[config.mk]
export PLATFORM = sky130hd
export DESIGN_NAME = lfl_frame_low_detect
export DESIGN_NICKNAME = d
export VERILOG_FILES = /design/src/lfl_pkg.sv /design/src/lfl_frame_low_detect.sv /design/src/lfl_low_detect.sv /design/src/lfl_byte_engine.sv
export SDC_FILE = /design/constraint.sdc
export NUM_CORES = 1
export LEC_CHECK = 0
export BUFFER_PORTS_ARGS = -buffer_cell sky130_fd_sc_hd__buf_2
export CAP_MARGIN = 15
export CORE_MARGIN = 2
export CORE_UTILIZATION = 25
export CTS_BUF_LIST = sky130_fd_sc_hd__clkbuf_8
export CTS_CLUSTER_DIAMETER = 100
export CTS_CLUSTER_SIZE = 16
export DETAILED_ROUTE_END_ITERATION = 8
export PLACE_DENSITY = 0.48
export SLEW_MARGIN = 5
export SYNTH_ARGS = -nofsm -noshare
export SYNTH_HDL_FRONTEND = slang
export SYNTH_SLANG_ARGS = --single-unit
[constraint.sdc]
create_clock -name ref_clk -period 4.5 [get_ports ref_clk]
set_clock_uncertainty 0.15 [all_clocks]
set_input_delay 0.9 -clock ref_clk [delete_from_list [all_inputs] [get_ports ref_clk]]
set_output_delay 0.9 -clock ref_clk [all_outputs]
set_load 0.05 [all_outputs]
[src/lfl_pkg.sv]
package lfl_pkg;
  // ----------------------------------------------------------------
  // Register offsets
  // ----------------------------------------------------------------
  localparam logic [7:0] OFF_MODE   = 8'h00;
  localparam logic [7:0] OFF_FRAME  = 8'h04;
  localparam logic [7:0] OFF_STATUS = 8'h08;
  localparam logic [7:0] OFF_CLEAR  = 8'h0C;
  localparam logic [7:0] OFF_IEN    = 8'h10;
  localparam logic [7:0] OFF_MIRROR = 8'h14;
  localparam logic [7:0] OFF_BAUD   = 8'h18;
  localparam logic [7:0] OFF_CMD    = 8'h1C;
  localparam logic [7:0] OFF_TXD0   = 8'h20;
  localparam logic [7:0] OFF_TXD1   = 8'h24;
  localparam logic [7:0] OFF_RXD0   = 8'h28;
  localparam logic [7:0] OFF_RXD1   = 8'h2C;

  // ----------------------------------------------------------------
  // Field positions and reset values
  // ----------------------------------------------------------------
  localparam int          ST_TXDONE      = 4;
  localparam int          ST_RXDONE      = 5;
  localparam int          ST_ERR         = 6;
  localparam int          ST_BUSY        = 7;
  localparam int          CMD_SEND       = 0;
  localparam int          CMD_RECV       = 1;
  localparam logic [15:0] BAUD_RST       = 16'h1458;
  localparam logic [3:0]  MODE_RST       = 4'h0;
  localparam logic [6:0]  IEN_RST        = 7'h00;

  // ----------------------------------------------------------------
  // Timing counts in bit times, and the response byte limit
  // ----------------------------------------------------------------
  localparam logic [4:0]  BRK_LOW_BASE   = 5'h0D;
  localparam logic [4:0]  BRK_DELIM_BASE = 5'h01;
  localparam logic [3:0]  MAX_BYTES      = 4'h8;
  localparam logic [3:0]  UART_LAST      = 4'h9;

  // ----------------------------------------------------------------
  // Types
  // ----------------------------------------------------------------
  typedef enum logic [2:0] {
    P_IDLE, P_BRK_LOW, P_BRK_DELIM, P_TX_BYTE, P_TX_GAP, P_RX_BYTE
  } lfl_phase_t;

  typedef enum logic [1:0] {E_IDLE, E_TX, E_RX} lfl_eng_t;

  // Frame control word, bits 15:0 of the frame register
  typedef struct packed {
    logic [1:0] gap_len;
    logic [1:0] rsv_hi;
    logic [3:0] response_byte_count;
    logic [1:0] rsv_lo;
    logic [1:0] break_delimiter_length;
    logic [3:0] break_low_length;
  } lfl_frame_cfg_t;
endpackage

[src/lfl_frame_low_detect.sv]
// Overview of operation
// - A read-only mirror shows each channel's low-detect flag, channels 0 to 3.
// - While any mirror bit is 1, low detection raises no further interrupt.
// - With detection enabled, a falling receive edge sets the flag and requests.
// - Enabling detection while the receive line is low sets the flag at once.
// - Hardware never clears status flags; at the status register writing 0 clears, at the clear register writing 1 clears.
// - A set low-detect flag blocks new requests from every channel, itself included.
// - Break low lasts 13 to 28 bit times, chosen by a four-bit field.
// - Break delimiter lasts 1 to 4 bit times, chosen by a two-bit field.
// - Send the response bytes with an interbyte space between them; an error ends the frame.
// - Receive bytes on start bits; an error aborts without checksum judgement.
// - Interrupt requested while an enabled status flag is 1; sources are aggregated.
//
// Added by the designer: the register addresses and the APB interface to the registers.
`timescale 1ns/1ns
module lfl_frame_low_detect (
  // Clock and reset
  input  wire logic        ref_clk,
  input  wire logic        srst,
  input  wire logic        cen,
  // APB slave
  input  wire logic        psel,
  input  wire logic        penable,
  input  wire logic        pwrite,
  input  wire logic [7:0]  paddr,
  input  wire logic [31:0] pwdata,
  output logic [31:0]      prdata,
  output logic             pready,
  output logic             pslverr,
  // LIN transceiver
  input  wire logic [3:0]  bus_receive_pin,
  output logic             bus_transmit_pin,
  // Interrupt
  output logic             irq
);
  typedef struct packed {
    lfl_pkg::lfl_phase_t   phase;
    logic [3:0]            low_detect_enable;
    lfl_pkg::lfl_frame_cfg_t cfg;
    logic [6:0]            status;
    logic [6:0]            ien;
    logic [15:0]           baud;
    logic [63:0]           txd;
    logic [63:0]           rxd;
    logic [15:0]           tmr;
    logic [4:0]            bits;
    logic [3:0]            idx;
    logic                  tx_go;
    logic                  tx_pin;
    logic                  irq;
    logic [31:0]           prdata;
    logic                  pready;
    logic                  pslverr;
  } lfl_top_st_t;

  localparam lfl_top_st_t TOP_RST = '{phase: lfl_pkg::P_IDLE,
                                      low_detect_enable: lfl_pkg::MODE_RST,
                                      ien: lfl_pkg::IEN_RST, baud: lfl_pkg::BAUD_RST,
                                      tx_pin: 1'b1, default: '0};

  lfl_top_st_t q;
  lfl_top_st_t d;
  logic [3:0]  ld_ev;
  logic [3:0]  rx_lvl;
  logic        eng_tx;
  logic        eng_tx_done;
  logic        eng_rx_done;
  logic [7:0]  eng_rx_byte;
  logic        eng_err;
  logic        acc_wr;
  logic        bit_end;
  logic        busy;
  logic [3:0]  cnt_eff;
  logic [5:0]  byte_sel;
  logic [6:0]  st_set;

  // ----------------------------------------------------------------
  // Per-channel low detection
  // ----------------------------------------------------------------
  for (genvar g = 0; g < 4; g++)
  begin : g_chan
    lfl_low_detect u_ld (
      .ref_clk     (ref_clk),
      .srst        (srst),
      .cen         (cen),
      .rx_pin      (bus_receive_pin[g]),
      .enable      (q.low_detect_enable[g]),
      .event_pulse (ld_ev[g]),
      .rx_level    (rx_lvl[g])
    );
  end

  // ----------------------------------------------------------------
  // Byte engine for channel 0
  // ----------------------------------------------------------------
  lfl_byte_engine u_eng (
    .ref_clk (ref_clk),
    .srst    (srst),
    .cen     (cen),
    .baud    (q.baud),
    .tx_go   (q.tx_go),
    .tx_byte (q.txd[byte_sel +: 8]),
    .tx_pin  (eng_tx),
    .tx_done (eng_tx_done),
    .rx_arm  (q.phase == lfl_pkg::P_RX_BYTE),
    .rx_in   (rx_lvl[0]),
    .rx_done (eng_rx_done),
    .rx_byte (eng_rx_byte),
    .err     (eng_err)
  );

  // ----------------------------------------------------------------
  // Registers, frame sequencer and interrupt
  // ----------------------------------------------------------------
  // Next state of the whole block
  always_comb
  begin
    d = q;
    d.tx_go = 1'b0;
    d.pready = 1'b0;
    st_set = 7'h00;
    byte_sel = {q.idx[2:0], 3'b000};
    busy = q.phase != lfl_pkg::P_IDLE;
    acc_wr = psel && penable && pwrite && q.pready;
    bit_end = q.tmr >= q.baud - 16'h0001;
    cnt_eff = (q.cfg.response_byte_count > lfl_pkg::MAX_BYTES) ? lfl_pkg::MAX_BYTES
                                                                : q.cfg.response_byte_count;
    // Setup cycle: latch read data, answer in the access cycle
    if (psel && !penable)
    begin
      d.pready = 1'b1;
      d.pslverr = 1'b0;
      d.prdata = 32'h0000_0000;
      case (paddr)
        lfl_pkg::OFF_MODE:   d.prdata[3:0] = q.low_detect_enable;
        lfl_pkg::OFF_FRAME:  d.prdata[15:0] = q.cfg;
        lfl_pkg::OFF_STATUS: d.prdata[7:0] = {busy, q.status};
        lfl_pkg::OFF_CLEAR:  d.prdata[0] = 1'b0;
        lfl_pkg::OFF_IEN:    d.prdata[6:0] = q.ien;
        lfl_pkg::OFF_MIRROR: d.prdata[3:0] = q.status[3:0];
        lfl_pkg::OFF_BAUD:   d.prdata[15:0] = q.baud;
        lfl_pkg::OFF_CMD:    d.prdata[0] = busy;
        lfl_pkg::OFF_TXD0:   d.prdata = q.txd[31:0];
        lfl_pkg::OFF_TXD1:   d.prdata = q.txd[63:32];
        lfl_pkg::OFF_RXD0:   d.prdata = q.rxd[31:0];
        lfl_pkg::OFF_RXD1:   d.prdata = q.rxd[63:32];
        default:             d.pslverr = 1'b1;
      endcase
    end
    // Frame sequencer
    if (q.phase == lfl_pkg::P_BRK_LOW || q.phase == lfl_pkg::P_BRK_DELIM
        || q.phase == lfl_pkg::P_TX_GAP)
    begin
      d.tmr = bit_end ? 16'h0000 : q.tmr + 16'h0001;
      d.bits = bit_end ? q.bits + 5'h01 : q.bits;
    end
    unique case (q.phase)
      lfl_pkg::P_IDLE:
        d.tx_pin = 1'b1;
      lfl_pkg::P_BRK_LOW:
      begin
        d.tx_pin = 1'b0;
        if (bit_end && q.bits == lfl_pkg::BRK_LOW_BASE
            + {1'b0, q.cfg.break_low_length} - 5'h01)
        begin
          d.phase = lfl_pkg::P_BRK_DELIM;
          d.bits = 5'h00;
          d.tx_pin = 1'b1;
        end
      end
      lfl_pkg::P_BRK_DELIM:
        if (bit_end && q.bits == lfl_pkg::BRK_DELIM_BASE
            + {3'b000, q.cfg.break_delimiter_length} - 5'h01)
        begin
          d.idx = 4'h0;
          d.phase = (cnt_eff == 4'h0) ? lfl_pkg::P_IDLE : lfl_pkg::P_TX_BYTE;
          d.tx_go = cnt_eff != 4'h0;
          st_set[lfl_pkg::ST_TXDONE] = cnt_eff == 4'h0;
        end
      lfl_pkg::P_TX_BYTE:
      begin
        d.tx_pin = eng_tx;
        if (eng_err)
        begin
          st_set[lfl_pkg::ST_ERR] = 1'b1;
          d.phase = lfl_pkg::P_IDLE;
          d.tx_pin = 1'b1;
        end
        else if (eng_tx_done)
        begin
          d.idx = q.idx + 4'h1;
          d.tmr = 16'h0000;
          d.bits = 5'h00;
          if (q.idx + 4'h1 == cnt_eff)
          begin
            st_set[lfl_pkg::ST_TXDONE] = 1'b1;
            d.phase = lfl_pkg::P_IDLE;
          end
          else if (q.cfg.gap_len == 2'b00)
            d.tx_go = 1'b1;
          else
            d.phase = lfl_pkg::P_TX_GAP;
        end
      end
      lfl_pkg::P_TX_GAP:
      begin
        d.tx_pin = 1'b1;
        if (bit_end && q.bits == {3'b000, q.cfg.gap_len} - 5'h01)
        begin
          d.phase = lfl_pkg::P_TX_BYTE;
          d.tx_go = 1'b1;
        end
      end
      lfl_pkg::P_RX_BYTE:
        if (eng_err)
        begin
          st_set[lfl_pkg::ST_ERR] = 1'b1;
          d.phase = lfl_pkg::P_IDLE;
        end
        else if (eng_rx_done)
        begin
          d.rxd[byte_sel +: 8] = eng_rx_byte;
          d.idx = q.idx + 4'h1;
          if (q.idx + 4'h1 == cnt_eff)
          begin
            st_set[lfl_pkg::ST_RXDONE] = 1'b1;
            d.phase = lfl_pkg::P_IDLE;
          end
        end
    endcase
    // Access cycle: writes take effect when pready is seen
    if (acc_wr)
    begin
      case (paddr)
        lfl_pkg::OFF_MODE:   d.low_detect_enable = pwdata[3:0];
        lfl_pkg::OFF_FRAME:  d.cfg = pwdata[15:0];
        lfl_pkg::OFF_STATUS: d.status = d.status & pwdata[6:0];
        lfl_pkg::OFF_CLEAR:  d.status = d.status & ~pwdata[6:0];
        lfl_pkg::OFF_IEN:    d.ien = pwdata[6:0];
        lfl_pkg::OFF_BAUD:   d.baud = (pwdata[15:0] == 16'h0000) ? 16'h0001 : pwdata[15:0];
        lfl_pkg::OFF_TXD0:   d.txd[31:0] = pwdata;
        lfl_pkg::OFF_TXD1:   d.txd[63:32] = pwdata;
        lfl_pkg::OFF_CMD:
          if (!busy && pwdata[lfl_pkg::CMD_SEND])
          begin
            d.phase = lfl_pkg::P_BRK_LOW;
            d.tmr = 16'h0000;
            d.bits = 5'h00;
            d.tx_pin = 1'b0;
          end
          else if (!busy && pwdata[lfl_pkg::CMD_RECV])
          begin
            d.idx = 4'h0;
            d.phase = (cnt_eff == 4'h0) ? lfl_pkg::P_IDLE : lfl_pkg::P_RX_BYTE;
            st_set[lfl_pkg::ST_RXDONE] = cnt_eff == 4'h0;
          end
        default: ;
      endcase
    end
    // Frame flags set by hardware beat a software clear in the same cycle
    d.status = d.status | st_set;
    // Low-detect flags set only while none is set; a set beats a clear
    d.status[3:0] = d.status[3:0] | (ld_ev & {4{~|q.status[3:0]}});
    d.irq = |(q.status & q.ien);
  end

  // State register
  always_ff @(posedge ref_clk)
  begin
    if (srst)
      q <= TOP_RST;
    else if (cen)
      q <= d;
  end

  assign prdata           = q.prdata;
  assign pready           = q.pready;
  assign pslverr          = q.pslverr;
  assign bus_transmit_pin = q.tx_pin;
  assign irq              = q.irq;

  // ----------------------------------------------------------------
  // Checks
  // ----------------------------------------------------------------
  int unsigned ph_cyc;
  logic        clr_wr;

  assign clr_wr = acc_wr && (paddr == lfl_pkg::OFF_STATUS || paddr == lfl_pkg::OFF_CLEAR);

  // Cycles spent in the current phase
  always_ff @(posedge ref_clk)
  begin
    if (srst)
      ph_cyc <= 0;
    else if (cen)
      ph_cyc <= (d.phase != q.phase) ? 0 : ph_cyc + 1;
  end
endmodule

[src/lfl_low_detect.sv]
`timescale 1ns/1ns
module lfl_low_detect (
  // Clock and reset
  input  wire logic ref_clk,
  input  wire logic srst,
  input  wire logic cen,
  // Pin and control
  input  wire logic rx_pin,
  input  wire logic enable,
  // Detection results
  output logic      event_pulse,
  output logic      rx_level
);
  typedef struct packed {
    logic s1;
    logic s2;
    logic s3;
    logic en_q;
    logic ev;
  } lfl_ld_st_t;

  localparam lfl_ld_st_t LD_RST = '{s1: 1'b1, s2: 1'b1, s3: 1'b1, en_q: 1'b0, ev: 1'b0};

  lfl_ld_st_t q;
  lfl_ld_st_t d;

  // Synchronise the pin, then look for a fall or an enable onto a low line
  always_comb
  begin
    d = q;
    d.s1 = rx_pin;
    d.s2 = q.s1;
    d.s3 = q.s2;
    d.en_q = enable;
    d.ev = enable && ((q.s3 && !q.s2) || (!q.en_q && !q.s2));
  end

  // State register
  always_ff @(posedge ref_clk)
  begin
    if (srst)
      q <= LD_RST;
    else if (cen)
      q <= d;
  end

  assign event_pulse = q.ev;
  assign rx_level    = q.s2;
endmodule

[src/lfl_byte_engine.sv]
`timescale 1ns/1ns
module lfl_byte_engine (
  // Clock and reset
  input  wire logic        ref_clk,
  input  wire logic        srst,
  input  wire logic        cen,
  input  wire logic [15:0] baud,
  // Transmit side
  input  wire logic        tx_go,
  input  wire logic [7:0]  tx_byte,
  output logic             tx_pin,
  output logic             tx_done,
  // Receive side
  input  wire logic        rx_arm,
  input  wire logic        rx_in,
  output logic             rx_done,
  output logic [7:0]       rx_byte,
  output logic             err
);
  typedef struct packed {
    lfl_pkg::lfl_eng_t st;
    logic [15:0]       tmr;
    logic [3:0]        bit_no;
    logic [9:0]        shf;
    logic              tx_pin;
    logic              tx_done;
    logic              rx_done;
    logic [7:0]        rx_byte;
    logic              err;
  } lfl_eng_st_t;

  localparam lfl_eng_st_t ENG_RST = '{st: lfl_pkg::E_IDLE, tx_pin: 1'b1, default: '0};

  lfl_eng_st_t q;
  lfl_eng_st_t d;
  logic        tick;
  logic        mid;

  // Start, eight data bits LSB first, stop; samples taken mid-bit
  always_comb
  begin
    d = q;
    d.tx_done = 1'b0;
    d.rx_done = 1'b0;
    d.err = 1'b0;
    tick = q.tmr >= baud - 16'h0001;
    mid = q.tmr == (baud >> 1);
    d.tmr = tick ? 16'h0000 : q.tmr + 16'h0001;
    unique case (q.st)
      lfl_pkg::E_IDLE:
      begin
        d.tmr = 16'h0000;
        d.bit_no = 4'h0;
        if (tx_go)
        begin
          d.st = lfl_pkg::E_TX;
          d.shf = {1'b1, tx_byte, 1'b0};
          d.tx_pin = 1'b0;
        end
        else if (rx_arm && !rx_in)
          d.st = lfl_pkg::E_RX;
      end
      lfl_pkg::E_TX:
      begin
        // Read back the bus; a mismatch is a bit error
        if (mid && rx_in != q.tx_pin)
        begin
          d.err = 1'b1;
          d.st = lfl_pkg::E_IDLE;
          d.tx_pin = 1'b1;
        end
        else if (tick)
        begin
          if (q.bit_no == lfl_pkg::UART_LAST)
          begin
            d.st = lfl_pkg::E_IDLE;
            d.tx_done = 1'b1;
          end
          else
          begin
            d.bit_no = q.bit_no + 4'h1;
            d.shf = {1'b1, q.shf[9:1]};
            d.tx_pin = q.shf[1];
          end
        end
      end
      lfl_pkg::E_RX:
      begin
        if (!rx_arm)
          d.st = lfl_pkg::E_IDLE;
        else if (mid)
        begin
          if (q.bit_no == 4'h0 && rx_in)
            d.st = lfl_pkg::E_IDLE; // Glitch, not a start bit
          else if (q.bit_no == lfl_pkg::UART_LAST)
          begin
            d.st = lfl_pkg::E_IDLE;
            d.err = !rx_in;
            d.rx_done = rx_in;
            d.rx_byte = q.shf[9:2];
          end
          else if (q.bit_no != 4'h0)
            d.shf = {rx_in, q.shf[9:1]};
        end
        if (tick)
          d.bit_no = q.bit_no + 4'h1;
      end
      default:
        d.st = lfl_pkg::E_IDLE;
    endcase
  end

  // State register
  always_ff @(posedge ref_clk)
  begin
    if (srst)
      q <= ENG_RST;
    else if (cen)
      q <= d;
  end

  assign tx_pin  = q.tx_pin;
  assign tx_done = q.tx_done;
  assign rx_done = q.rx_done;
  assign rx_byte = q.rx_byte;
  assign err     = q.err;
endmodule

==> results.tsv, run 1 <==
metric	value	unit
Slowest-stage cell, CP	or4_1	
postcts setup bufs	0	
first-pass iteration count of the detailed router	7	
HP Class	flip-flop to flip-flop	
setup TNS	0	ns
Cell Area, Synth	15370	sq um
clk sink count	306	
largest cells by area after synthesis	dfxtp_1 40%, nand2_1 9.6%, a21oi_1 8.2%	
Total Power	0.004604	W
final net count	1987	
Leakage	5.650	nW
slowest stage delay, CP	0.42	ns
Slew Limit Fails	0	
vias in the first global route	13237	
post-CTS resize count	0	
unrepaired setup endpoints after global routing	false	
cell breakdown of the critical path	nor2_1 > nand2_1 > nor3_2 > nand3_1 > or3_1 > xor2_1 > ha_1 > a21o_1 > a21o_1 > a21o_1 > or4_1 > o21ai_2 > nor2_2 > a32o_1 > mux2_4 > nor2_2	
Main synth FF type	dfxtp_1	
Finished Layout Cells	2676	
Synth top cells by count	392 x nand2_1, 306 x dfxtp_1, 252 x a21oi_1	
Period Utilization, post-route	92.15	%
drt first-iter violations	1475	
Clock Latency Late Sink	0.62	ns
GPL Wtd Cong	0.8619	
grt ovf	0	
Critical Path End Type	flip-flop	
Synth Area in Compound Gates	20.37	%
fmax	241.1	MHz
GRT Util Overall	17.03	%
worst path required time	4.89	ns
Fin. Hold Viols	0	
share of post-route cells with drive strength above 1	11.15	%
Max clock buf depth	3	
site row count	90	
die height	252.0	um
Arr. time, crit path	4.54	ns
largest net degree at the start of global routing	217	
share of the synthesized area in the top cell type	39.85	%
I/O pins	86	
count leader, synth	nand2_1	
FF+latch count, synth	306	
CTS H-tree depth	1	
Startpoint Class	flip-flop	
VDD IR-drop max	175.1	uV
Period minus WS final	4.147	ns
CTS Hold Bufs	0	
Starting Density	25.37	%
# setup viols final	0	
die width	252.0	um
Reg clk slew, reported paths	0.13	ns
mux cell area share after synthesis	5.893	%
Yosys top cell by area	dfxtp_1	
CTS tree	done	
CP most frequent cell	a21o_1	
outcome	completed	
net count of the mapped netlist	1997	
IO buf count	85	
Antenna Nets Post-Route	0	
Synth Area in Adders	3.663	%
Mean Syn Cell Area	8.081	sq um
final WL	55.67	mm
XOR/XNOR Fraction of Synth Area	3.126	%
Placed Cells incl. Taps	2648	
area grow syn2layout	8.946	%
hpwl dp	39.89	mm
Simple-Gate Fraction of Synth Area	21.39	%
Post-synth EDFFs	0	
largest family of logic cells by synthesized area	simple AND/OR/NAND/NOR gates	
sequential share of the synthesized area	39.85	%
Worst-Margin Slew	1.093	ns
Post-Syn Instances	1902	
Max Cap Violations	0	
core area	60580	sq um
initial antenna violation count	2	
CTS root buf	clkbuf_8	
warnings from Yosys	0	
Num CTS Buffers	23	
Setup CP Type	flip-flop to flip-flop	
routed vias	14117	
die area	63480	sq um
Power Dens Cells	274.9	nW/um^2
via-per-instance ratio	5.275	
Slew HR	27.12	%
Critical Path Fanout Max	7	
Remaining DRCs	0	
ys async rst share	0	%
first-pass GRT wire length	83.71	mm
WL per Instance	20.80	um
Unique masters post-synth	79	
power by group:
group	internal [W]	leakage, nW	switching [W]
Combinational	0.000108	3.00	0.000271
Clock	0.000476	0.184	0.000976
Sequential	0.00274	2.47	0.0000348
Total	0.00332	5.65	0.00128
registers in the layout, summed over array words and instances (netlist names), 3 cells and up:
signal,cells
q,204
prdata,32
u_eng.q,31
g_chan.u_ld.q,8
u_eng.rx_byte,8
g_chan.u_ld.d,4
g_chan.u_ld.event_pulse,4
g_chan.u_ld.rx_level,4
byte_sel,3
worst paths after layout:
check | slack, ns | startpoint | end | cells after the start
setup reg to reg | 0.35 | q[195]$_SDFFE_PP0P_ | u_eng.q[22]$_SDFFE_PP0P_ | 16
setup / recovery | 0.35 | q[195]$_SDFFE_PP0P_ | u_eng.q[22]$_SDFFE_PP0P_ | 16
hold / removal | 0.31 | g_chan[2].u_ld.d[3]$_SDFFE_PP1P_ | g_chan[2].u_ld.rx_level$_SDFFE_PP1P_ | 2
hold reg to reg | 0.31 | g_chan[2].u_ld.d[3]$_SDFFE_PP1P_ | g_chan[2].u_ld.rx_level$_SDFFE_PP1P_ | 2
logic make-up after synthesis:
group / after synthesis
and+or+nand+nor: 736
AOI/OAI and AO/OA: 499
DFF: 306
buffers and inverters: 192
muxes: 70
xor gates and xnor gates: 54
adders and majority gates: 45
cells in the final DEF (no fill, tap or decap), drive strengths merged, types with 27 or more instances in the layout:
master | netlist | routed
xnor2 | 28 | 28
a222oi | 42 | 42
nor3 | 32 | 32
a21oi | 252 | 252
a31oi | 32 | 32
nor2 | 135 | 135
dfxtp | 306 | 306
inv | 25 | 27
nand3 | 59 | 59
o21ai | 66 | 66
mux2i | 53 | 53
nand2 | 392 | 392
buf | 55 | 130
ha | 45 | 45
area by class of cell:
cell class / count / area (sq um)
Inverter: 27 / 101.3
Clock buffer: 23 / 316.6
Tap cell: 782 / 978.4
Antenna cell: 1 / 2.502
Fill cell: 6553 / 43840
Sequential cell: 306 / 6126
Clock inverter: 3 / 31.28
Multi-Input combinational cell: 1404 / 8408
Timing Repair Buffer: 130 / 782.0
critical path: cells and delay by family, from the launching register on:
family	cells	cell delay, ns
compound gates	5	1.04
xor+xnor	1	0.28
fa+ha+maj	1	0.30
flops	1	0.41
mux	1	0.32
simple gates	8	1.57
stage by stage:
step	hold slack, ns	worst slack (ns)	instance area, sq um	util, %
after global placement	0.2882	0.3307	16380	27.04
after global routing	0.3271	0.08291	16750	27.64
after detailed placement	0.2965	0.2613	16380	27.04
after floorplan	0.2813	0.6846	15370	-
after CTS	0.3084	0.2300	16730	27.62
final	0.3057	0.3530	16750	27.64
per-layer routing:
layer  routed length, um  track usage [%]
met2               25290            27.40
met5                   0                0
met1               26030            24.19
met3                3141            2.074
met4                1212            4.007
No activity file was read; power rests on OpenSTA's default activity.
==> run 2: changes to the inputs <==
clock period = 4.2 ns   (was 4.5 ns; I/O delays follow)
==> run 2 against run 1 <==
Register-to-register slack lost 0.17 ns. Largest power group unchanged. Core utilization grew 0.13 points. Die area is the same. Cell count grew 0.22%. Global-route usage shrank 0.23 points. Sequential share of layout area shrank 0.17 points. Largest cell class unchanged.
==> results.tsv, run 2 (synthesized netlist as in run 1, its figures left out) <==
metric	value	unit	change
GR Util met1	23.97	%	was 24.19%
die height	252.0	um	unchanged
Power Dens Cells	291.4	nW/um^2	was 274.9 nW/um^2
die width	252.0	um	unchanged
Remaining DRCs	0		unchanged
Top Usage Layer GRT	met2		unchanged
Critical Path End Type	flip-flop		unchanged
most common library cell in the layout ignoring fill and taps	nand2_1		unchanged
worst path required time	4.59	ns	was 4.89 ns
initial antenna violation count	1		was 2
Clock Latency Late Sink	0.62	ns	about the same
Place WS	0.09835	ns	was 0.2613 ns
first-pass iteration count of the detailed router	6		was 7
Reg area	6126	sq um	unchanged
Reg2Reg Launch Point	q[192]$_SDFFE_PP0P_		was q[195]$_SDFFE_PP0P_
Period Utilization, post-route	95.64	%	was 92.15%
core area	60580	sq um	unchanged
Logic pwr share	8.3	%	was 8.2%
via-per-instance ratio	5.223		was 5.275
Psw	0.001342	W	was 0.001282 W
share of total power in the clock network	31.0	%	was 31.5%
VDD IR-drop max	242.9	uV	was 175.1 uV
Period minus WS final	4.017	ns	was 4.147 ns
postcts setup bufs	0		unchanged
GPL Wtd Cong	0.8520		was 0.8619
first-pass GRT wire length	82.68	mm	was 83.71 mm
largest reg by FF count	q		unchanged
GR Layer Usage met2	26.71	%	was 27.40%
IO buf count	85		unchanged
share of post-route cells with drive strength above 1	11.69	%	was 11.15%
HP Class	input pin to flip-flop		was flip-flop to flip-flop
Fin. Hold Viols	0		unchanged
Startpoint Class	flip-flop		unchanged
Antenna Nets Post-Route	0		unchanged
final WL	54.92	mm	was 55.67 mm
largest net degree at the start of global routing	90		was 217
CP Launch Point	q[192]$_SDFFE_PP0P_		was q[195]$_SDFFE_PP0P_
die area	63480	sq um	unchanged
switch share	27.38	%	was 27.84%
Pint	0.003560	W	was 0.003323 W
setup slack after layout	0.1831	ns	was 0.3530 ns
Reg clk slew, reported paths	0.12	ns	was 0.13 ns
WL per Instance	20.48	um	was 20.80 um
Num CTS Buffers	23		unchanged
hold_sp	bus_receive_pin[2]		was g_chan[2].u_ld.d[3]$_SDFFE_PP1P_
Leakage	5.689	nW	was 5.650 nW
Util after Layout	27.77	%	was 27.64%
Max clock buf depth	3		unchanged
routed vias	14007		was 14117
final net count	1993		was 1987
Max Cap Violations	0		unchanged
Worst-Margin Slew	1.029	ns	was 1.093 ns
# setup viols final	0		unchanged
Slew Limit Fails	0		unchanged
I/O pins	86		unchanged
Total Power	0.004902	W	was 0.004604 W
Critical Path Fanout Max	7		unchanged
CTS H-tree depth	1		unchanged
hpwl dp	40.06	mm	was 39.89 mm
vias in the first global route	13065		was 13237
area of the multi-input gates	8441	sq um	was 8408 sq um
Slew HR	30.89	%	was 27.12%
Filler Cell Count	6561		was 6553
met3 Usage GRT	2.115	%	was 2.074%
site row count	90		unchanged
CTS root buf	clkbuf_8		unchanged
area grow syn2layout	9.459	%	was 8.946%
grt ovf	0		unchanged
most frequent cells in the layout	392 x nand2_1, 306 x dfxtp_1, 252 x a21oi_1		unchanged
GRT Util Overall	16.80	%	was 17.03%
fmax	249.0	MHz	was 241.1 MHz
max FFs per register	204		unchanged
outcome	completed		unchanged
Seq pwr share	60.6	%	was 60.3%
clk sink count	306		unchanged
drt first-iter violations	1483		was 1475
Arr. time, crit path	4.41	ns	was 4.54 ns
Setup CP Type	flip-flop to flip-flop		unchanged
CTS tree	done		unchanged
CTS Hold Bufs	0		unchanged
Starting Density	25.37	%	unchanged
-- run 2: layout make-up --
type / count / area share [%]
timing repair buffer: 136 / 4.916
tap: 782 / 5.815
inverter: 27 / 0.6024
clock buffer: 23 / 1.881
sequential: 306 / 36.41
antenna: 1 / 0.01487
multi-input combinational: 1404 / 50.17
clock inverter: 3 / 0.1934
-- run 2: worst paths after layout --
kind                                      end  slack [ns]  cells past startpoint
max                  u_eng.q[22]$_SDFFE_PP0P_        0.18                     16
min          g_chan[2].u_ld.d[3]$_SDFFE_PP1P_        0.30                      3
max reg2reg          u_eng.q[22]$_SDFFE_PP0P_        0.18                     16
min reg2reg                q[75]$_SDFFE_PP0P_        0.31                      2
-- run 2: per-stage QoR --
stage / std cells / instance area (sq um) / TNS, ns / hold slack, ns
after floorplan: 1902 / 15370 / 0 / 0.2813
after global placement: 2654 / 16430 / 0 / 0.2890
after detailed placement: 2654 / 16430 / 0 / 0.2964
after CTS: 2680 / 16780 / 0 / 0.2669
after global routing: 2682 / 16820 / -0.01017 / 0.3048
final: 2682 / 16820 / 0 / 0.2957
-- run 2: metal layers --
metal  wire [um]  vias to the layer above
met1       25770                     6764
met5           0                        -
li1            -                     6690
met2       24690                      483
met4        1264                        0
met3        3206                       70
-- run 2: timing repair --
| action | CTS | global route |
|---|---|---|
| setup endpoints to repair | 0 | 37 |
| gates resized for setup | 0 | 7 |
| hold endpoints to repair | 0 | 0 |
-- run 2: power groups by stage --
stage / clock [W] / sequential, W / combinational, W
finish: 0.00152 / 0.00297 / 0.000409
global placement: 0 / 0.00304 / 0.000403
detailed placement: 0 / 0.00304 / 0.000406
global route: 0.00168 / 0.00298 / 0.000445
CTS: 0.00158 / 0.00297 / 0.000408
floorplan: 0 / 0.00302 / 0.000276
-- run 2: critical path, cell delays in order, from the launching register on --
cell	delay, ns
dfxtp_1	0.33
nor2_1	0.14
nand2_1	0.11
nor3_2	0.14
nand3_1	0.14
or3_1	0.38
xor2_2	0.19
ha_1	0.34
a21o_1	0.16
a21o_1	0.16
a21o_1	0.23
or4_1	0.47
o21ai_4	0.16
nor2_2	0.15
a32o_2	0.31
mux2_4	0.31
nor2_2	0.07
==> run 3: changes to the inputs <==
GPL_TIMING_DRIVEN = 0   (was unset)
==> run 3 against run 2 <==
The run now ends with design-rule violations left. Clock-buffer cell count stayed put. Die area did not move. Worst setup slack lost 0.11 ns. Critical path type unchanged.
==> results.tsv, run 3 (synthesized netlist as in run 1, its figures left out) <==
metric	value	unit	change
outcome	complete, but fails checks		was completed
failing checks	design-rule violations		
vias in the first global route	14083		was 13065
die area	63480	sq um	unchanged
R2R Setup Slk	0.07	ns	was 0.18 ns
HP Class	input pin to flip-flop		unchanged
most frequent cells in the layout	391 x nand2_1, 302 x dfxtp_1, 252 x a21oi_1		was 392 x nand2_1, 306 x dfxtp_1, 252 x a21oi_1
# setup viols final	0		unchanged
Startpoint Class	flip-flop		unchanged
final net count	2117		was 1993
first-pass iteration count of the detailed router	9		was 6
max FFs per register	204		unchanged
drt first-iter violations	1572		was 1483
initial antenna violation count	0		was 1
Arr. time, crit path	4.54	ns	was 4.41 ns
Slowest-stage cell, CP	or3_4		was or4_1
Critical Path Fanout Max	6		was 7
CTS H-tree depth	1		unchanged
Max Cap Violations	0		unchanged
slowest stage delay, CP	0.44	ns	was 0.47 ns
CP top delay family	simple AND/OR/NAND/NOR gates		unchanged
VDD IR-drop max	188.7	uV	was 242.9 uV
die height	252.0	um	unchanged
Fin. Hold Viols	0		unchanged
first-pass GRT wire length	92.27	mm	was 82.68 mm
WL per Instance	22.29	um	was 20.48 um
most common library cell in the layout ignoring fill and taps	nand2_1		unchanged
Critical Path End Type	flip-flop		unchanged
final WL	62.52	mm	was 54.92 mm
Clock Latency Late Sink	0.63	ns	was 0.62 ns
area grow syn2layout	13.40	%	was 9.459%
share of post-route cells with drive strength above 1	11.72	%	was 11.69%
Setup CP Type	flip-flop to flip-flop		unchanged
hpwl dp	47.84	mm	was 40.06 mm
clk sink count	306		unchanged
Period Utilization, post-route	98.23	%	was 95.64%
Finished Layout Cells	2805		was 2682
worst path required time	4.61	ns	was 4.59 ns
routed vias	14873		was 14007
GPL Wtd Cong	0.9159		was 0.8520
Remaining DRCs	2		was 0
largest net degree at the start of global routing	17		was 90
site row count	90		unchanged
Num CTS Buffers	23		unchanged
Period minus WS final	4.126	ns	was 4.017 ns
core area	60580	sq um	unchanged
CP most frequent cell	a21o_1		unchanged
Worst-Margin Slew	1.163	ns	was 1.029 ns
Placed Cells incl. Taps	2765		was 2654
IO buf count	80		was 85
Slew HR	22.50	%	was 30.89%
crit path buf inv count	2		was 0
CTS root buf	clkbuf_8		unchanged
Starting Density	25.37	%	unchanged
via-per-instance ratio	5.302		was 5.223
Power Dens Cells	288.1	nW/um^2	was 291.4 nW/um^2
Util after Layout	28.77	%	was 27.77%
Leakage	5.898	nW	was 5.689 nW
Max clock buf depth	3		unchanged
fmax	242.4	MHz	was 249.0 MHz
I/O pins	86		unchanged
CTS tree	done		unchanged
cell breakdown of the critical path	buf_8 > nor2_4 > nand2_2 > nor3_4 > nand3_2 > or3_4 > xor2_4 > ha_4 > a21o_1 > a21o_1 > a21o_1 > or4_4 > o21ai_4 > nor2_4 > buf_4 > nor2_1 > nand3_1 > a21oi_1		was nor2_1 > nand2_1 > nor3_2 > nand3_1 > or3_1 > xor2_2 > ha_1 > a21o_1 > a21o_1 > a21o_1 > or4_1 > o21ai_4 > nor2_2 > a32o_2 > mux2_4 > nor2_2
Antenna Nets Post-Route	0		unchanged
largest reg by FF count	q		unchanged
GRT Util Overall	19.14	%	was 16.80%
Filler Cell Count	6565		was 6561
Slew Limit Fails	0		unchanged
die width	252.0	um	unchanged
Reg clk slew, reported paths	0.12	ns	about the same
grt ovf	0		unchanged
-- run 3: cell count changes in the layout (fill, tap and decap cells not counted), moves of 4 or more --
cell and delta:
buf_1 +11, clkbuf_1 +103, clkbuf_2 +4, nor2_2 -4
nor3_2 -4, dfxtp_1 -4
-- run 3: report_power, final --
part	total (W)	internal, W	switching [W]
logic	0.000473	0.000132	0.000341
registers	0.00296	0.00293	0.0000301
clock network	0.00158	0.000511	0.00107
-- run 3: final cells by class --
class	count	area, sq um	share of cell area, %
inverters	27	101.3	0.5814
flip-flops and latches	306	6133	35.19
plain buffers	162	792.0	4.544
clock buffers	23	316.6	1.816
multi-input cells	1404	8532	48.95
clock inverters	2	27.53	0.1579
repair buffers	98	546.8	3.137
diodes	1	2.502	0.01436
well taps	782	978.4	5.613
-- run 3: worst register-to-register path, stage by stage (launching register included) --
cell and delay (ns):
dfxtp_2 0.34, buf_8 0.13, nor2_4 0.10, nand2_2 0.08, nor3_4 0.21, nand3_2 0.14, or3_4 0.44, xor2_4 0.24
ha_4 0.24, a21o_1 0.15, a21o_1 0.16, a21o_1 0.19, or4_4 0.44, o21ai_4 0.20, nor2_4 0.12, buf_4 0.17
nor2_1 0.26, nand3_1 0.12, a21oi_1 0.18
-- run 3: layer usage --
metal	up-vias	GRT usage [%]	share of wire [%]
li1	6947	-	-
met1	7298	26.16	45
met2	514	31.47	46
met3	114	2.342	5.8
met4	0	5.765	3.3
met5	-	0	0
-- run 3: metrics by stage --
step	hold WS (ns)	area [sq um]	setup slack, ns	power (W)	TNS [ns]
after detailed placement	0.2940	16770	-0.4498	0.003492	-13.58
after floorplan	0.2813	15370	0.3846	0.003301	0
after CTS	0.2469	17200	0.0005831	0.005038	0
final	0.2737	17430	0.07418	0.005023	0
after global placement	0.2900	16750	-0.4330	0.003490	-15.98
after global routing	0.2740	17430	-0.04601	0.005184	-0.3063
-- run 3: path summary, 6_finish.rpt --
check | startpoint | cells past startpoint | endpoint
min reg2reg | q[70]$_SDFFE_PP0P_ | 2 | q[70]$_SDFFE_PP0P_
max reg2reg | q[194]$_SDFFE_PP1P_ | 18 | u_eng.q[27]$_SDFFE_PP0P_
min | bus_receive_pin[3] | 3 | g_chan[3].u_ld.d[3]$_SDFFE_PP1P_
max | q[194]$_SDFFE_PP1P_ | 18 | u_eng.q[27]$_SDFFE_PP0P_
-- run 3: timing repair --
action	CTS	global route
cloned	0	0
resized for setup	14	35
setup buffers	2	14
pin swaps	1	10
hold buffers	0	0
setup endpoints to repair	60	65
